## src/pkg/ump_defs.svh

```systemverilog
// Register offsets, field positions, reset values and the data bit count of the modem-pin serial port.
`ifndef UMP_DEFS_SVH
`define UMP_DEFS_SVH

`define UMP_REG_DATA 3'h0
`define UMP_REG_INT_EN 3'h1
`define UMP_REG_LINE_CTRL 3'h2
`define UMP_REG_MODEM_CTRL 3'h3
`define UMP_REG_LINE_STAT 3'h4
`define UMP_REG_MODEM_STAT 3'h5
`define UMP_REG_DIVISOR 3'h6

`define UMP_MC_DTR 0
`define UMP_MC_RTS 1
`define UMP_MC_LOOP 4
`define UMP_MS_DCTS 0
`define UMP_MS_DDSR 1
`define UMP_MS_CTS 4
`define UMP_MS_DSR 5
`define UMP_IE_RX 0
`define UMP_IE_MODEM 3
`define UMP_LC_TX_EN 0
`define UMP_LS_READY 0
`define UMP_LS_OVERRUN 1
`define UMP_LS_THR_EMPTY 5
`define UMP_LS_TX_IDLE 6

`define UMP_INT_EN_RST 8'h00
`define UMP_LINE_CTRL_RST 1'b1
`define UMP_DIVISOR_RST 16'h00ae

`define UMP_DATA_BITS 8
`endif

```

## src/pkg/ump_pkg.sv

```systemverilog
// Types shared by the modem-pin serial port.
package ump_pkg;
	typedef enum logic [1:0] {TX_IDLE, TX_START, TX_DATA, TX_STOP} ump_tx_state_t;
	typedef enum logic [1:0] {RX_IDLE, RX_START, RX_DATA, RX_STOP} ump_rx_state_t;
	typedef struct packed {
		logic loop;
		logic rts;
		logic dtr;
	} ump_modem_ctrl_t;
	typedef struct packed {
		logic dsr;
		logic cts;
		logic ddsr;
		logic dcts;
	} ump_modem_stat_t;
endpackage

```

## src/rtl/ump_uart_core.sv

```systemverilog
// Serial port with modem-control outputs, modem-status inputs and an Avalon-MM register slave.
//
// Added by the designer: the address map and the Avalon-MM slave port.
`timescale 1ns/1ns
`include "ump_defs.svh"
module ump_uart_core
	import ump_pkg::*;
#(
	parameter int DIV_W = 16
)
(
	input wire logic sys_clk_i,
	input wire logic rstn_i,
	input wire logic [2:0] avs_address_i,
	input wire logic avs_read_i,
	input wire logic avs_write_i,
	input wire logic [31:0] avs_writedata_i,
	output logic [31:0] avs_readdata_o,
	output logic avs_waitrequest_o,
	input wire logic rxd_i,
	output logic txd_o,
	output logic rts_n_o,
	output logic dtr_n_o,
	input wire logic cts_n_i,
	input wire logic dsr_n_i,
	output logic irq_o
);

	// A pin level is accepted once the second and third stages agree.
	function automatic logic settle(input logic s2, input logic s3, input logic cur);
		settle = (s2 == s3) ? s3 : cur;
	endfunction

	logic req, fin, tx_en, rx_pin, cts_pin_n, dsr_pin_n, dcts, ddsr, thr_full, tx_load, tx_bit;
	logic rx_done, rx_ready, overrun, rx_line, next_cts_n, next_dsr_n, rd_data, rd_line, rd_modem;
	logic [31:0] rd_val;
	logic [7:0] int_en, thr, tx_sh, rx_sh, rbr;
	logic [2:0] rx_sync, cts_sync, dsr_sync, tx_idx, rx_idx;
	logic [DIV_W-1:0] divisor, tx_cnt, rx_cnt;
	ump_modem_ctrl_t modem_control_reg;
	ump_modem_stat_t modem_status_reg;
	ump_tx_state_t tx_st;
	ump_rx_state_t rx_st;

	////////////////////////////////////////////////////////////////////////////////
	// Avalon-MM slave: every access is answered on the second cycle it is held.

	assign req = avs_read_i | avs_write_i;
	assign fin = req & ~avs_waitrequest_o;
	assign rd_data = fin & avs_read_i & (avs_address_i == `UMP_REG_DATA);
	assign rd_line = fin & avs_read_i & (avs_address_i == `UMP_REG_LINE_STAT);
	assign rd_modem = fin & avs_read_i & (avs_address_i == `UMP_REG_MODEM_STAT);

	always_ff @(posedge sys_clk_i or negedge rstn_i)
	begin
		if (!rstn_i)
			avs_waitrequest_o <= 1'b1;
		else if (fin)
			avs_waitrequest_o <= 1'b1;
		else if (req)
			avs_waitrequest_o <= 1'b0;
	end

	assign modem_status_reg = '{dsr: ~dsr_pin_n, cts: ~cts_pin_n, ddsr: ddsr, dcts: dcts};

	always_comb
	begin
		rd_val = 32'h0;
		case (avs_address_i)
			`UMP_REG_DATA: rd_val[7:0] = rbr;
			`UMP_REG_INT_EN: rd_val[7:0] = int_en;
			`UMP_REG_LINE_CTRL: rd_val[`UMP_LC_TX_EN] = tx_en;
			`UMP_REG_MODEM_CTRL:
			begin
				rd_val[`UMP_MC_DTR] = modem_control_reg.dtr;
				rd_val[`UMP_MC_RTS] = modem_control_reg.rts;
				rd_val[`UMP_MC_LOOP] = modem_control_reg.loop;
			end
			`UMP_REG_LINE_STAT:
			begin
				rd_val[`UMP_LS_READY] = rx_ready;
				rd_val[`UMP_LS_OVERRUN] = overrun;
				rd_val[`UMP_LS_THR_EMPTY] = ~thr_full;
				rd_val[`UMP_LS_TX_IDLE] = (tx_st == TX_IDLE);
			end
			`UMP_REG_MODEM_STAT:
			begin
				rd_val[`UMP_MS_DCTS] = modem_status_reg.dcts;
				rd_val[`UMP_MS_DDSR] = modem_status_reg.ddsr;
				rd_val[`UMP_MS_CTS] = modem_status_reg.cts;
				rd_val[`UMP_MS_DSR] = modem_status_reg.dsr;
			end
			`UMP_REG_DIVISOR: rd_val[DIV_W-1:0] = divisor;
			default: rd_val = 32'h0;
		endcase
	end

	always_ff @(posedge sys_clk_i or negedge rstn_i)
	begin
		if (!rstn_i)
			avs_readdata_o <= 32'h0;
		else if (avs_read_i && avs_waitrequest_o)
			avs_readdata_o <= rd_val;
	end

	always_ff @(posedge sys_clk_i or negedge rstn_i)
	begin
		if (!rstn_i)
		begin
			int_en <= `UMP_INT_EN_RST;
			tx_en <= `UMP_LINE_CTRL_RST;
			modem_control_reg <= '0;
			divisor <= DIV_W'(`UMP_DIVISOR_RST);
		end
		else if (fin && avs_write_i)
		begin
			case (avs_address_i)
				`UMP_REG_INT_EN: int_en <= avs_writedata_i[7:0];
				`UMP_REG_LINE_CTRL: tx_en <= avs_writedata_i[`UMP_LC_TX_EN];
				`UMP_REG_MODEM_CTRL:
				begin
					modem_control_reg.dtr <= avs_writedata_i[`UMP_MC_DTR];
					modem_control_reg.rts <= avs_writedata_i[`UMP_MC_RTS];
					modem_control_reg.loop <= avs_writedata_i[`UMP_MC_LOOP];
				end
				`UMP_REG_DIVISOR: divisor <= avs_writedata_i[DIV_W-1:0];
				default: ;
			endcase
		end
	end

	////////////////////////////////////////////////////////////////////////////////
	// Pin synchronisers and modem status.

	assign next_cts_n = settle(cts_sync[1], cts_sync[2], cts_pin_n);
	assign next_dsr_n = settle(dsr_sync[1], dsr_sync[2], dsr_pin_n);

	always_ff @(posedge sys_clk_i or negedge rstn_i)
	begin
		if (!rstn_i)
		begin
			rx_sync <= 3'h7;
			cts_sync <= 3'h7;
			dsr_sync <= 3'h7;
			rx_pin <= 1'b1;
			cts_pin_n <= 1'b1;
			dsr_pin_n <= 1'b1;
		end
		else
		begin
			rx_sync <= {rx_sync[1:0], rxd_i};
			cts_sync <= {cts_sync[1:0], cts_n_i};
			dsr_sync <= {dsr_sync[1:0], dsr_n_i};
			rx_pin <= settle(rx_sync[1], rx_sync[2], rx_pin);
			cts_pin_n <= next_cts_n;
			dsr_pin_n <= next_dsr_n;
		end
	end

	// A change arriving in the cycle of the clearing read still sets the flag.
	always_ff @(posedge sys_clk_i or negedge rstn_i)
	begin
		if (!rstn_i)
		begin
			dcts <= 1'b0;
			ddsr <= 1'b0;
		end
		else
		begin
			if (next_cts_n != cts_pin_n)
				dcts <= 1'b1;
			else if (rd_modem)
				dcts <= 1'b0;
			if (next_dsr_n != dsr_pin_n)
				ddsr <= 1'b1;
			else if (rd_modem)
				ddsr <= 1'b0;
		end
	end

	always_ff @(posedge sys_clk_i or negedge rstn_i)
	begin
		if (!rstn_i)
		begin
			rts_n_o <= 1'b1;
			dtr_n_o <= 1'b1;
			irq_o <= 1'b0;
		end
		else
		begin
			rts_n_o <= ~modem_control_reg.rts;
			dtr_n_o <= ~modem_control_reg.dtr;
			irq_o <= (int_en[`UMP_IE_MODEM] & (dcts | ddsr)) | (int_en[`UMP_IE_RX] & rx_ready);
		end
	end

	////////////////////////////////////////////////////////////////////////////////
	// Transmitter. One bit lasts divisor cycles; a write while the holding byte is full is dropped.

	assign tx_load = (tx_st == TX_IDLE) & thr_full & tx_en;

	always_ff @(posedge sys_clk_i or negedge rstn_i)
	begin
		if (!rstn_i)
		begin
			thr <= 8'h00;
			thr_full <= 1'b0;
		end
		else if (fin && avs_write_i && avs_address_i == `UMP_REG_DATA && !thr_full)
		begin
			thr <= avs_writedata_i[7:0];
			thr_full <= 1'b1;
		end
		else if (tx_load)
			thr_full <= 1'b0;
	end

	always_ff @(posedge sys_clk_i or negedge rstn_i)
	begin
		if (!rstn_i)
		begin
			tx_st <= TX_IDLE;
			tx_cnt <= '0;
			tx_idx <= 3'h0;
			tx_sh <= 8'h00;
			tx_bit <= 1'b1;
		end
		else if (tx_st == TX_IDLE)
		begin
			tx_bit <= 1'b1;
			if (tx_load)
			begin
				tx_sh <= thr;
				tx_st <= TX_START;
				tx_cnt <= divisor - 1'b1;
				tx_bit <= 1'b0;
			end
		end
		else if (tx_cnt != '0)
			tx_cnt <= tx_cnt - 1'b1;
		else
		begin
			tx_cnt <= divisor - 1'b1;
			case (tx_st)
				TX_START:
				begin
					tx_bit <= tx_sh[0];
					tx_idx <= 3'h0;
					tx_st <= TX_DATA;
				end
				TX_DATA:
				begin
					if (tx_idx == 3'(`UMP_DATA_BITS - 1))
					begin
						tx_bit <= 1'b1;
						tx_st <= TX_STOP;
					end
					else
					begin
						tx_sh <= tx_sh >> 1;
						tx_bit <= tx_sh[1];
						tx_idx <= tx_idx + 1'b1;
					end
				end
				TX_STOP: tx_st <= TX_IDLE;
				default: tx_st <= TX_IDLE;
			endcase
		end
	end

	always_ff @(posedge sys_clk_i or negedge rstn_i)
	begin
		if (!rstn_i)
			txd_o <= 1'b1;
		else
			txd_o <= (tx_en && !modem_control_reg.loop && tx_st != TX_IDLE) ? tx_bit : 1'b1;
	end

	////////////////////////////////////////////////////////////////////////////////
	// Receiver. The start bit is checked at its middle, so each later bit is sampled mid-cell.

	assign rx_line = modem_control_reg.loop ? tx_bit : rx_pin;

	always_ff @(posedge sys_clk_i or negedge rstn_i)
	begin
		if (!rstn_i)
		begin
			rx_st <= RX_IDLE;
			rx_cnt <= '0;
			rx_idx <= 3'h0;
			rx_sh <= 8'h00;
			rx_done <= 1'b0;
		end
		else
		begin
			rx_done <= 1'b0;
			if (rx_st == RX_IDLE)
			begin
				if (!rx_line)
				begin
					rx_st <= RX_START;
					rx_cnt <= divisor >> 1;
				end
			end
			else if (rx_cnt != '0)
				rx_cnt <= rx_cnt - 1'b1;
			else
			begin
				rx_cnt <= divisor - 1'b1;
				case (rx_st)
					RX_START:
					begin
						rx_idx <= 3'h0;
						rx_st <= rx_line ? RX_IDLE : RX_DATA;
					end
					RX_DATA:
					begin
						rx_sh <= {rx_line, rx_sh[7:1]};
						rx_idx <= rx_idx + 1'b1;
						if (rx_idx == 3'(`UMP_DATA_BITS - 1))
							rx_st <= RX_STOP;
					end
					RX_STOP:
					begin
						rx_done <= rx_line;
						rx_st <= RX_IDLE;
					end
					default: rx_st <= RX_IDLE;
				endcase
			end
		end
	end

	always_ff @(posedge sys_clk_i or negedge rstn_i)
	begin
		if (!rstn_i)
		begin
			rbr <= 8'h00;
			rx_ready <= 1'b0;
			overrun <= 1'b0;
		end
		else
		begin
			if (rx_done)
			begin
				rbr <= rx_sh;
				rx_ready <= 1'b1;
			end
			else if (rd_data)
				rx_ready <= 1'b0;
			if (rx_done && rx_ready)
				overrun <= 1'b1;
			else if (rd_line)
				overrun <= 1'b0;
		end
	end
endmodule

```

## config.mk

```make
export PLATFORM = sky130hd
export DESIGN_NAME = ump_uart_core
export DESIGN_NICKNAME = d
export VERILOG_FILES = /design/src/pkg/ump_pkg.sv /design/src/rtl/ump_uart_core.sv
export VERILOG_INCLUDE_DIRS = /design/src /design/src/pkg
export SDC_FILE = /design/constraint.sdc
export NUM_CORES = 1
export LEC_CHECK = 0
export ABC_CLOCK_PERIOD_IN_PS = 2000
export BUFFER_PORTS_ARGS = -buffer_cell sky130_fd_sc_hd__buf_2
export CORE_MARGIN = 5
export CORE_UTILIZATION = 53
export CTS_CLUSTER_SIZE = 8
export DETAILED_ROUTE_END_ITERATION = 10
export PLACE_DENSITY = 0.84
export SLEW_MARGIN = 20
export SYNTH_ARGS = -nofsm -noshare
export SYNTH_HDL_FRONTEND = slang
export SYNTH_SLANG_ARGS = --single-unit
```

## constraint.sdc

```tcl
create_clock -name sys_clk_i -period 2 [get_ports sys_clk_i]
set_input_delay 0.4 -clock sys_clk_i [delete_from_list [all_inputs] [get_ports sys_clk_i]]
set_output_delay 0.4 -clock sys_clk_i [all_outputs]
set_load 0.05 [all_outputs]
```

==> results.sh, run 1 <==
export IMPL_status="complete, but fails checks"
export IMPL_violations="setup timing"
export IMPL_grt_max_degree=54
export IMPL_cts_buffers=17
export IMPL_drtPass1Iterations=5
export IMPL_path_class="register to register"
export IMPL_n_antenna_cell=0
export IMPL_grt_ovfl_total=0
export IMPL_path_max_fanout=8
export IMPL_dieArea_um2=16500
export IMPL_grt_total_usage_pct=24.1
export IMPL_crit_path_top_delay_cell="dfrtp_1"
export IMPL_tightest_slew_ns=0.710
export IMPL_rsz0062_at_grt="yes"
export IMPL_ys_warn_count=0
export IMPL_antenna_found_initial=0
export IMPL_syn_area_um2=7440
export IMPL_grt_pass1_vias=6263
export IMPL_syn_instance_count=716
export IMPL_max_freq_mhz=478
export IMPL_synth_edf_count=0
export IMPL_hpwl_mm=13.4
export IMPL_setup_slack_ns=-0.0900
export IMPL_synth_compound_area_share_pct=14.6
export IMPL_finalSetupTns_ns=-1.11
export IMPL_area_growth_synth_to_final_pct=27.4
export IMPL_htreeDepth=4
export IMPL_synth_simple_area_share_pct=15.7
export IMPL_grt_pass1_wl_mm=31.6
export IMPL_yosysSeqAreaShare_pct=48.1
export IMPL_yosys_area_share_adder_pct=3.26
export IMPL_avgSynthCellArea_um2=10.4
export IMPL_arrival_ns=2.44
export IMPL_clk_latency_ns=0.43
export IMPL_synth_seq_cells=142
export IMPL_finalCritPeriodShare_pct=104
export IMPL_crit_required_ns=2.35
export IMPL_hold_viol_final=0
export IMPL_cts_tree="built"
export IMPL_synth_xor_area_share_pct=2.12
export IMPL_die_h_um=128
export IMPL_rows=43
export IMPL_fin_crit_ns=2.09
export IMPL_p_per_area_nw_per_um2=1520
export IMPL_clock_sinks=142
export IMPL_clock_path_buffers=2
export IMPL_peakVddDrop_uv=1000
export IMPL_ant_nets=0
export IMPL_place_ws_ns=-0.0899
export IMPL_async_reset_ff_share_pct=100
export IMPL_synth_area_leaders="dfrtp_1 40%, dfstp_2 8.1%, mux2_2 7.6%, nand2_1 3.3%, ha_1 2.9%"
export IMPL_portBuffers=46
export IMPL_synth_main_ff_cell="dfrtp_1"
export IMPL_max_slew_margin_pct=52.5
export IMPL_path_cells="buf_6 -> nor4_4 -> buf_4 -> nand4_1 -> buf_6 -> o41ai_4 -> buf_6 -> nor2_1 -> a21oi_1"
export IMPL_cp_end_kind="register"
export IMPL_dpl_cell_count=990
export IMPL_top_level_ports=79
export IMPL_path_clk_slew_ns=0.06
export IMPL_synthMuxAreaShare_pct=11.1
export IMPL_chipWidth_um=128
export IMPL_finalWeightedCongestion=0.918
export IMPL_setup_viol=19
export IMPL_yosys_cell_types_count=74
export IMPL_synth_top_area_cell="dfrtp_1"
export IMPL_synth_top_cell_area_share_pct=40.0
export IMPL_slew_violations=0
export IMPL_final_cells=1041
export IMPL_drt_iter0_markers=634
export IMPL_avgRoutedWirePerCell_um=19.6
export IMPL_start_util_pct=53.8
export IMPL_viasPerCell=6.08
export IMPL_path_common_cell="buf_6"
export IMPL_totalWireLength_mm=20.4
export IMPL_fin_util_pct=68.6
export IMPL_synth_common_cells="119 x dfrtp_1, 66 x nand2_1, 50 x mux2_2, 50 x nor2_1, 42 x o21ai_0"
export IMPL_cts_root_buf="clkbuf_16"
export IMPL_core_area_um2=13800
export IMPL_synth_top_family_by_area="simple AND/OR/NAND/NOR gates"
export IMPL_cp_start_kind="register"
export IMPL_drv_cap=0
export IMPL_leakage_nw=4.28
export IMPL_worst_path_largest_cell_delay_ns=0.40
export IMPL_vias=6334
export IMPL_synthMostInstantiatedCell="dfrtp_1"
export IMPL_clock_skew_final_ns=0.00536
export IMPL_drive_gt1_share_pct=37.2
export IMPL_hold_path_class="primary input to register"
export IMPL_nets=907
export IMPL_drc_errors=0
## cell families (layout without fill, tap and decap cells)
logic type	count (synthesis)	count (layout)
adder cells (fa/ha/maj)	20	20
other	1	16
AND/OR/NAND/NOR	225	225
multiplexers	75	75
XOR/XNOR	18	18
flip-flops	142	142
buffers and inverters	75	205
AO/OA/AOI/OAI	160	160
## repair_timing
item	4_1_cts	5_1_grt
cloned	0	2
pin swaps	6	21
hold buffers	1	0
hold endpoints to repair	43	0
buffers inserted	4	12
gates resized for setup	16	70
setup endpoints to repair	28	50
## final timing paths
kind	from	cells after the start	slack, ns	end
setup / recovery	tx_cnt[10]$_DFFE_PN0N_	9	-0.09	tx_sh[5]$_DFFE_PN0P_
hold / removal	rxd_i	1	0.07	rx_sync[0]$_DFF_PN1_
setup reg to reg	tx_cnt[10]$_DFFE_PN0N_	9	-0.09	tx_sh[5]$_DFFE_PN0P_
hold reg to reg	rx_sync[0]$_DFF_PN1_	0	0.36	rx_sync[1]$_DFF_PN1_
max in group asynchronous	rstn_i	3	0.82	rx_sync[1]$_DFF_PN1_
min in group asynchronous	rstn_i	2	0.52	tx_cnt[12]$_DFFE_PN0N_
## per-layer routing
| metal | wire, µm | up-vias | part of all wire, % | GRT usage [%] |
|---|---|---|---|---|
| li1 | - | 2824 | - | - |
| met1 | 7800 | 3115 | 38 | 30.3 |
| met2 | 10400 | 319 | 51 | 39.8 |
| met3 | 1420 | 76 | 6.9 | 4.86 |
| met4 | 817 | 0 | 4.0 | 12.0 |
| met5 | 0 | - | 0 | 0 |
## layout make-up
class,instances,area (µm²)
Clock buffer,18,429
Multi-Input combinational cell,514,3840
Inverter,20,75.1
Timing Repair Buffer,153,1180
Clock inverter,14,155
Fill cell,880,4340
Tap cell,180,225
Sequential cell,142,3580
## power by group
| group | switching, mW | internal [mW] |
|---|---|---|
| registers | 1.01 | 3.93 |
| clock network | 1.29 | 1.86 |
| logic | 3.49 | 2.83 |
## cell usage in the layout, fill, tap and decap left out, drive strengths merged, types with 8 or more instances in the layout
master	Yosys	layout
buf	29	151
dfrtp	119	119
nand2	68	68
mux2	59	59
nor2	51	51
o21ai	50	50
a21oi	30	30
inv	20	26
dfstp	23	23
nor3	23	23
nand3	20	20
clkbuf	26	19
ha	17	17
mux2i	16	16
conb	1	16
nor4	11	11
a22o	10	10
a221o	9	9
xor2	9	9
a211oi	9	9
xnor2	9	9
nor3b	8	8
o31ai	8	8
## stage by stage
stage / cell area (µm²) / hold slack (ns) / power, mW
after floorplan: 7500 / 0.104 / 8.16
after global routing: 9480 / 0.0620 / 15.2
after detailed placement: 8380 / 0.347 / 10.2
after CTS: 9070 / 0.0629 / 13.6
final: 9480 / 0.0690 / 14.4
after global placement: 8380 / 0.346 / 10.0
## worst max-delay path: cells and delay by family, from the launching register on
family | cells | cell delay (ns)
flops | 1 | 0.40
buf+inv | 4 | 0.72
compound gates | 2 | 0.41
simple gates | 3 | 0.48
(Power assumes the default switching activity.)
==> inputs of run 2 (changes only) <==
- TNS_END_PERCENT: unset -> 20
==> run 2 against run 1 <==
  * The run still ends with setup timing left
  * Non-clock buffer count down 17
  * Clock skew shrank 0.0015 ns
  * Cell count shrank 1.6%
  * First-iteration DRC count is 5.7% lower
  * Clock power is essentially flat
  * Sequential cell count is the same
  * Via count shrank 3.0%
  * Sequential power shrank 1%
  * Cell area down 3.7%
  * Wire length is 5.7% lower
  * Core utilization down 2.6 points
  * Clock-buffer cell count stayed put
  * Largest cell class unchanged
  * Largest power group unchanged
==> results.sh, run 2 (synthesis gave the netlist of run 1 again) <==
export IMPL_fin_crit_ns=2.09
export IMPL_htreeDepth=4
export IMPL_reg2reg_to="rx_sh[6]$_DFFE_PN0P_"
export IMPL_hold_viol_final=0
export IMPL_hpwl_mm=13.4
export IMPL_grt_pass1_wl_mm=31.4
export IMPL_grt_total_usage_pct=23.9
export IMPL_path_class="register to register"
export IMPL_cp_start_kind="register"
export IMPL_reg2reg_slack_ns=-0.09
export IMPL_finalCritPeriodShare_pct=105
export IMPL_placed_cell_area_um2=8380
export IMPL_chipWidth_um=128
export IMPL_core_area_um2=13800
export IMPL_rsz0062_at_grt="yes"
export IMPL_layout_commonest_cell="dfrtp_1"
export IMPL_fillerInstances=948
export IMPL_ant_nets=0
export IMPL_r2r_start="rx_cnt[11]$_DFFE_PN0P_"
export IMPL_clk_latency_ns=0.42
export IMPL_grt_pass1_vias=6206
export IMPL_top_level_ports=79
export IMPL_path_clk_slew_ns=0.06
export IMPL_violations="setup timing"
export IMPL_whs_path_depth=1
export IMPL_avgRoutedWirePerCell_um=18.8
export IMPL_max_freq_mhz=478
export IMPL_hold_path_class="primary input to register"
export IMPL_crit_path_top_delay_cell="or4_4"
export IMPL_p_per_area_nw_per_um2=1500
export IMPL_totalWireLength_mm=19.3
export IMPL_wl_met3_mm=1.12
export IMPL_drv_cap=0
export IMPL_met1_length_mm=7.72
export IMPL_setup_viol=12
export IMPL_cp_end_kind="register"
export IMPL_status="complete, but fails checks"
export IMPL_peakVddDrop_uv=1000
export IMPL_top_layer="met4"
export IMPL_met2WireLength_mm=9.58
export IMPL_leakage_nw=4.14
export IMPL_antenna_found_initial=0
export IMPL_drtPass1Iterations=6
export IMPL_clock_sinks=142
export IMPL_viasPerCell=6.00
export IMPL_rr_worst_depth=6
export IMPL_slew_violations=0
export IMPL_cp_num_buf_inv=2
export IMPL_final_cell_mix="119 x dfrtp_1, 80 x buf_4, 65 x nand2_1, 50 x mux2_2, 50 x nor2_1"
export IMPL_drc_errors=0
export IMPL_tightest_slew_ns=0.767
export IMPL_setup_slack_ns=-0.0920
export IMPL_drive_gt1_share_pct=33.3
export IMPL_grt_max_degree=54
export IMPL_portBuffers=46
export IMPL_hold_end="dsr_sync[0]$_DFF_PN1_"
export IMPL_holdCritStartpoint="dsr_n_i"
export IMPL_drt_iter0_markers=598
export IMPL_arrival_ns=2.39
export IMPL_nets=890
export IMPL_cts_root_buf="clkbuf_16"
export IMPL_n_antenna_cell=0
export IMPL_rows=43
export IMPL_worst_path_largest_cell_delay_ns=0.55
export IMPL_path_cells="or4_4 -> nor4_4 -> buf_6 -> and4b_1 -> buf_12 -> mux2_1"
export IMPL_vias=6147
export IMPL_cts_tree="built"
export IMPL_path_max_fanout=9
export IMPL_cp_top_family="simple AND/OR/NAND/NOR gates"
export IMPL_clock_skew_final_ns=0.00385
export IMPL_start_util_pct=53.8
export IMPL_finalPower_mw=13.7
export IMPL_max_slew_margin_pct=48.7
export IMPL_dieArea_um2=16500
export IMPL_die_h_um=128
export IMPL_clock_path_buffers=2
export IMPL_cts_buffers=17
export IMPL_final_area_um2=9130
export IMPL_crit_required_ns=2.30
export IMPL_place_ws_ns=-0.0899
export IMPL_area_growth_synth_to_final_pct=22.7
export IMPL_finalWeightedCongestion=0.918
export IMPL_cp_depth=6
export IMPL_grt_ovfl_total=0
run 2: cell count changes in the layout (fill, tap and decap cells not counted), moves of 2 or more:
cell / previous run / this run
buf_6: 13 / 5
buf_4: 87 / 80
nor2_1: 43 / 50
o21ai_0: 34 / 40
a21oi_1: 23 / 28
a21oi_2: 6 / 2
nor2_2: 5 / 1
o21ai_2: 5 / 1
nor2_4: 3 / 0
nor3_2: 3 / 5
nor3_4: 2 / 0
o21ai_1: 11 / 9
run 2: timing repair:
item | CTS | global route
hold buffers | 1 | 0
setup buffers | 0 | 1
resized for setup | 8 | 27
endpoints found under the setup margin | 28 | 49
gates cloned | 0 | 0
pin swaps | 3 | 6
endpoints found under the hold margin | 43 | 0
run 2: area by class of cell:
| type | count | area, µm² | area share [%] |
|---|---|---|---|
| clock buffer | 18 | 429 | 4.70 |
| clock inverter | 14 | 155 | 1.70 |
| inverter | 20 | 75.1 | 0.822 |
| multi-input combinational | 514 | 3670 | 40.2 |
| sequential | 142 | 3580 | 39.2 |
| tap | 180 | 225 | 2.47 |
| timing repair buffer | 136 | 992 | 10.9 |
run 2: worst register-to-register path, cell delays in order (launching register included):
cell and delay, ns:
dfrtp_1 0.37, or4_4 0.55, nor4_4 0.15, buf_6 0.17, and4b_1 0.26, buf_12 0.14, mux2_1 0.32
run 2: worst max-delay path by stage:
stage	from	end	slack, ns
floorplan	rx_cnt[11]$_DFFE_PN0P_	rx_sh[0]$_DFFE_PN0P_	0.004
global placement	divisor[1]$_DFFE_PN1P_	tx_cnt[12]$_DFFE_PN0N_	-0.10
detailed placement	rx_cnt[11]$_DFFE_PN0P_	rx_sh[1]$_DFFE_PN0P_	-0.09
CTS	rx_cnt[11]$_DFFE_PN0P_	rx_sh[6]$_DFFE_PN0P_	-0.11
global route	rx_cnt[11]$_DFFE_PN0P_	rx_sh[5]$_DFFE_PN0P_	-0.19
finish	rx_cnt[11]$_DFFE_PN0P_	rx_sh[6]$_DFFE_PN0P_	-0.09
run 2: per-layer routing:
metal	global-route usage, %	up-vias
met3	4.82	73
met2	39.5	274
met4	11.6	0
li1	-	2801
met5	0	-
met1	30.3	2999
run 2: metrics by stage:
step	utilization (%)	setup TNS [ns]	std cells	hold WS (ns)
after floorplan	-	0	731	0.104
final	66.0	-0.695	1024	0.0777
after global placement	60.6	-0.548	990	0.346
after detailed placement	60.6	-0.982	990	0.347
after global routing	66.0	-2.82	1024	0.0614
after CTS	65.2	-0.976	1023	0.0629
run 2: where the power goes:
group | internal [mW] | switching (mW)
Clock | 1.86 | 1.27
Sequential | 3.93 | 0.946
Combinational | 2.48 | 3.24
==> inputs of run 3 (changes only) <==
- BUFFER_PORTS_ARGS: -buffer_cell sky130_fd_sc_hd__buf_2 -> unset
- CORE_UTILIZATION: 53 -> 55
- DONT_BUFFER_PORTS: unset -> 1
- PLACE_DENSITY: 0.84 -> 0.81
==> run 3 against run 2 <==
  * Worst hold slack got worse by 0.41 ns
  * Sequential power rose by 8.2%
  * The run ends with hold timing, setup timing left
  * Critical endpoint is now rx_sh[2]$_DFFE_PN0P_
  * Global-route usage rose by 1.2 points
  * Sequential share of layout area rose by 1.3 points
  * Critical path depth did not move
  * Cell area fell by 3.2%
  * Critical path type unchanged
==> results.sh, run 3 (synthesis gave the netlist of run 1 again) <==
export IMPL_status="complete, but fails checks"
export IMPL_violations="hold timing, setup timing"
export IMPL_cp_start_kind="register"
export IMPL_finalSetupTns_ns=-2.16
export IMPL_dieArea_um2=16000
export IMPL_rows=42
export IMPL_setup_viol=33
export IMPL_area_growth_synth_to_final_pct=18.8
export IMPL_grt_total_usage_pct=25.1
export IMPL_drv_cap=0
export IMPL_drc_errors=0
export IMPL_grt_pass1_wl_mm=31.9
export IMPL_portBuffers=0
export IMPL_arrival_ns=2.44
export IMPL_power_frac_seq_pct=39.3
export IMPL_start_util_pct=56.2
export IMPL_clock_skew_final_ns=0.0101
export IMPL_totalWireLength_mm=19.6
export IMPL_ant_nets=0
export IMPL_path_max_fanout=8
export IMPL_cts_root_buf="clkbuf_16"
export IMPL_rsz0062_at_grt="yes"
export IMPL_nets=838
export IMPL_antenna_found_initial=0
export IMPL_cts_tree="built"
export IMPL_slew_violations=0
export IMPL_power_frac_comb_pct=37.3
export IMPL_grt_pass1_vias=6186
export IMPL_path_class="register to register"
export IMPL_drive_gt1_share_pct=29.0
export IMPL_path_clk_slew_ns=0.06
export IMPL_finalCritPeriodShare_pct=106
export IMPL_clock_path_buffers=2
export IMPL_drtPass1Iterations=6
export IMPL_multi_input_area_um2=3680
export IMPL_finalWeightedCongestion=0.933
export IMPL_hold_buffers=3
export IMPL_htreeDepth=4
export IMPL_top_level_ports=79
export IMPL_worst_hold_slack_ns=-0.334
export IMPL_place_ws_ns=-0.146
export IMPL_die_h_um=126
export IMPL_swShare_pct=39.5
export IMPL_setup_slack_ns=-0.130
export IMPL_fillerInstances=939
export IMPL_final_area_um2=8840
export IMPL_p_sw_mw=5.30
export IMPL_grt_max_degree=143
export IMPL_vias=6038
export IMPL_hold_path_class="primary input to async pin"
export IMPL_core_area_um2=13200
export IMPL_hold_viol_final=142
export IMPL_avgRoutedWirePerCell_um=20.2
export IMPL_regArea_um2=3580
export IMPL_placed_cell_area_um2=7980
export IMPL_max_freq_mhz=470
export IMPL_viasPerCell=6.24
export IMPL_p_per_area_nw_per_um2=1520
export IMPL_layout_commonest_cell="dfrtp_1"
export IMPL_fin_crit_ns=2.13
export IMPL_clock_sinks=142
export IMPL_crit_required_ns=2.31
export IMPL_drt_iter0_markers=745
export IMPL_n_antenna_cell=0
export IMPL_peakVddDrop_uv=1010
export IMPL_cts_buffers=17
export IMPL_tightest_slew_ns=0.681
export IMPL_chipWidth_um=126
export IMPL_cp_end_kind="register"
export IMPL_leakage_nw=3.89
export IMPL_max_slew_margin_pct=54.4
export IMPL_internal_power_mw=8.13
export IMPL_hpwl_mm=13.1
export IMPL_grt_ovfl_total=0
export IMPL_clk_latency_ns=0.43
export IMPL_final_cell_mix="119 x dfrtp_1, 69 x buf_4, 65 x nand2_1, 49 x mux2_2, 49 x nor2_1"
export IMPL_pwr_share_clk_pct=23.4
## run 3: timing repair
item | 4_1_cts | 5_1_grt
cloned | 1 | 0
hold endpoints to repair | 145 | 142
pin swaps | 7 | 9
setup endpoints to repair | 40 | 52
resized for setup | 20 | 30
buffers inserted | 6 | 2
## run 3: worst max-delay path, cell delays in order, from the launching register on
cell and delay (ns):
dfrtp_1 0.38, or4_4 0.56, nor4_4 0.17, buf_6 0.16, and4b_1 0.24, buf_6 0.17, mux2_4 0.31
## run 3: power groups by stage
| stage | sequential, mW | combinational, mW | clock, mW |
|---|---|---|---|
| floorplan | 5.08 | 3.07 | 0 |
| CTS | 5.24 | 4.87 | 3.18 |
| finish | 5.28 | 5.01 | 3.14 |
| detailed placement | 5.26 | 4.65 | 0 |
| global route | 5.40 | 5.45 | 3.34 |
| global placement | 5.20 | 4.46 | 0 |
## run 3: worst paths after layout
kind	start	endpoint	slack [ns]	cells past startpoint
max in group asynchronous	rstn_i	rx_pin$_DFFE_PN1N_	2.05	0
hold reg to reg	dsr_sync[0]$_DFF_PN1_	dsr_sync[1]$_DFF_PN1_	0.35	0
min in group sys_clk_i	avs_writedata_i[0]	modem_control_reg[0]$_DFFE_PN0P_	0.10	2
setup reg to reg	rx_cnt[11]$_DFFE_PN0P_	rx_sh[2]$_DFFE_PN0P_	-0.13	6
setup / recovery	rx_cnt[11]$_DFFE_PN0P_	rx_sh[2]$_DFFE_PN0P_	-0.13	6
hold / removal	rstn_i	divisor[9]$_DFFE_PN0P_	-0.33	0
## run 3: cell type report
class / instances / area share, %
Timing Repair Buffer: 84 / 7.93
Multi-Input combinational cell: 514 / 41.6
Inverter: 20 / 0.849
Clock inverter: 13 / 1.59
Clock buffer: 19 / 5.01
Sequential cell: 142 / 40.5
Tap cell: 176 / 2.49
## run 3: metrics by stage
step | utilization, % | cells | power [mW]
floorplan | - | 731 | 8.16
global placement | 60.3 | 924 | 9.66
detailed placement | 60.3 | 924 | 9.90
CTS | 66.0 | 966 | 13.3
global route | 66.8 | 968 | 14.2
finish | 66.8 | 968 | 13.4
## run 3: routing by layer
| layer | global-route usage [%] | routed length (µm) |
|---|---|---|
| met4 | 11.9 | 920 |
| met3 | 6.68 | 1540 |
| met2 | 40.4 | 9390 |
| met1 | 31.7 | 7710 |
| met5 | 0 | 0 |
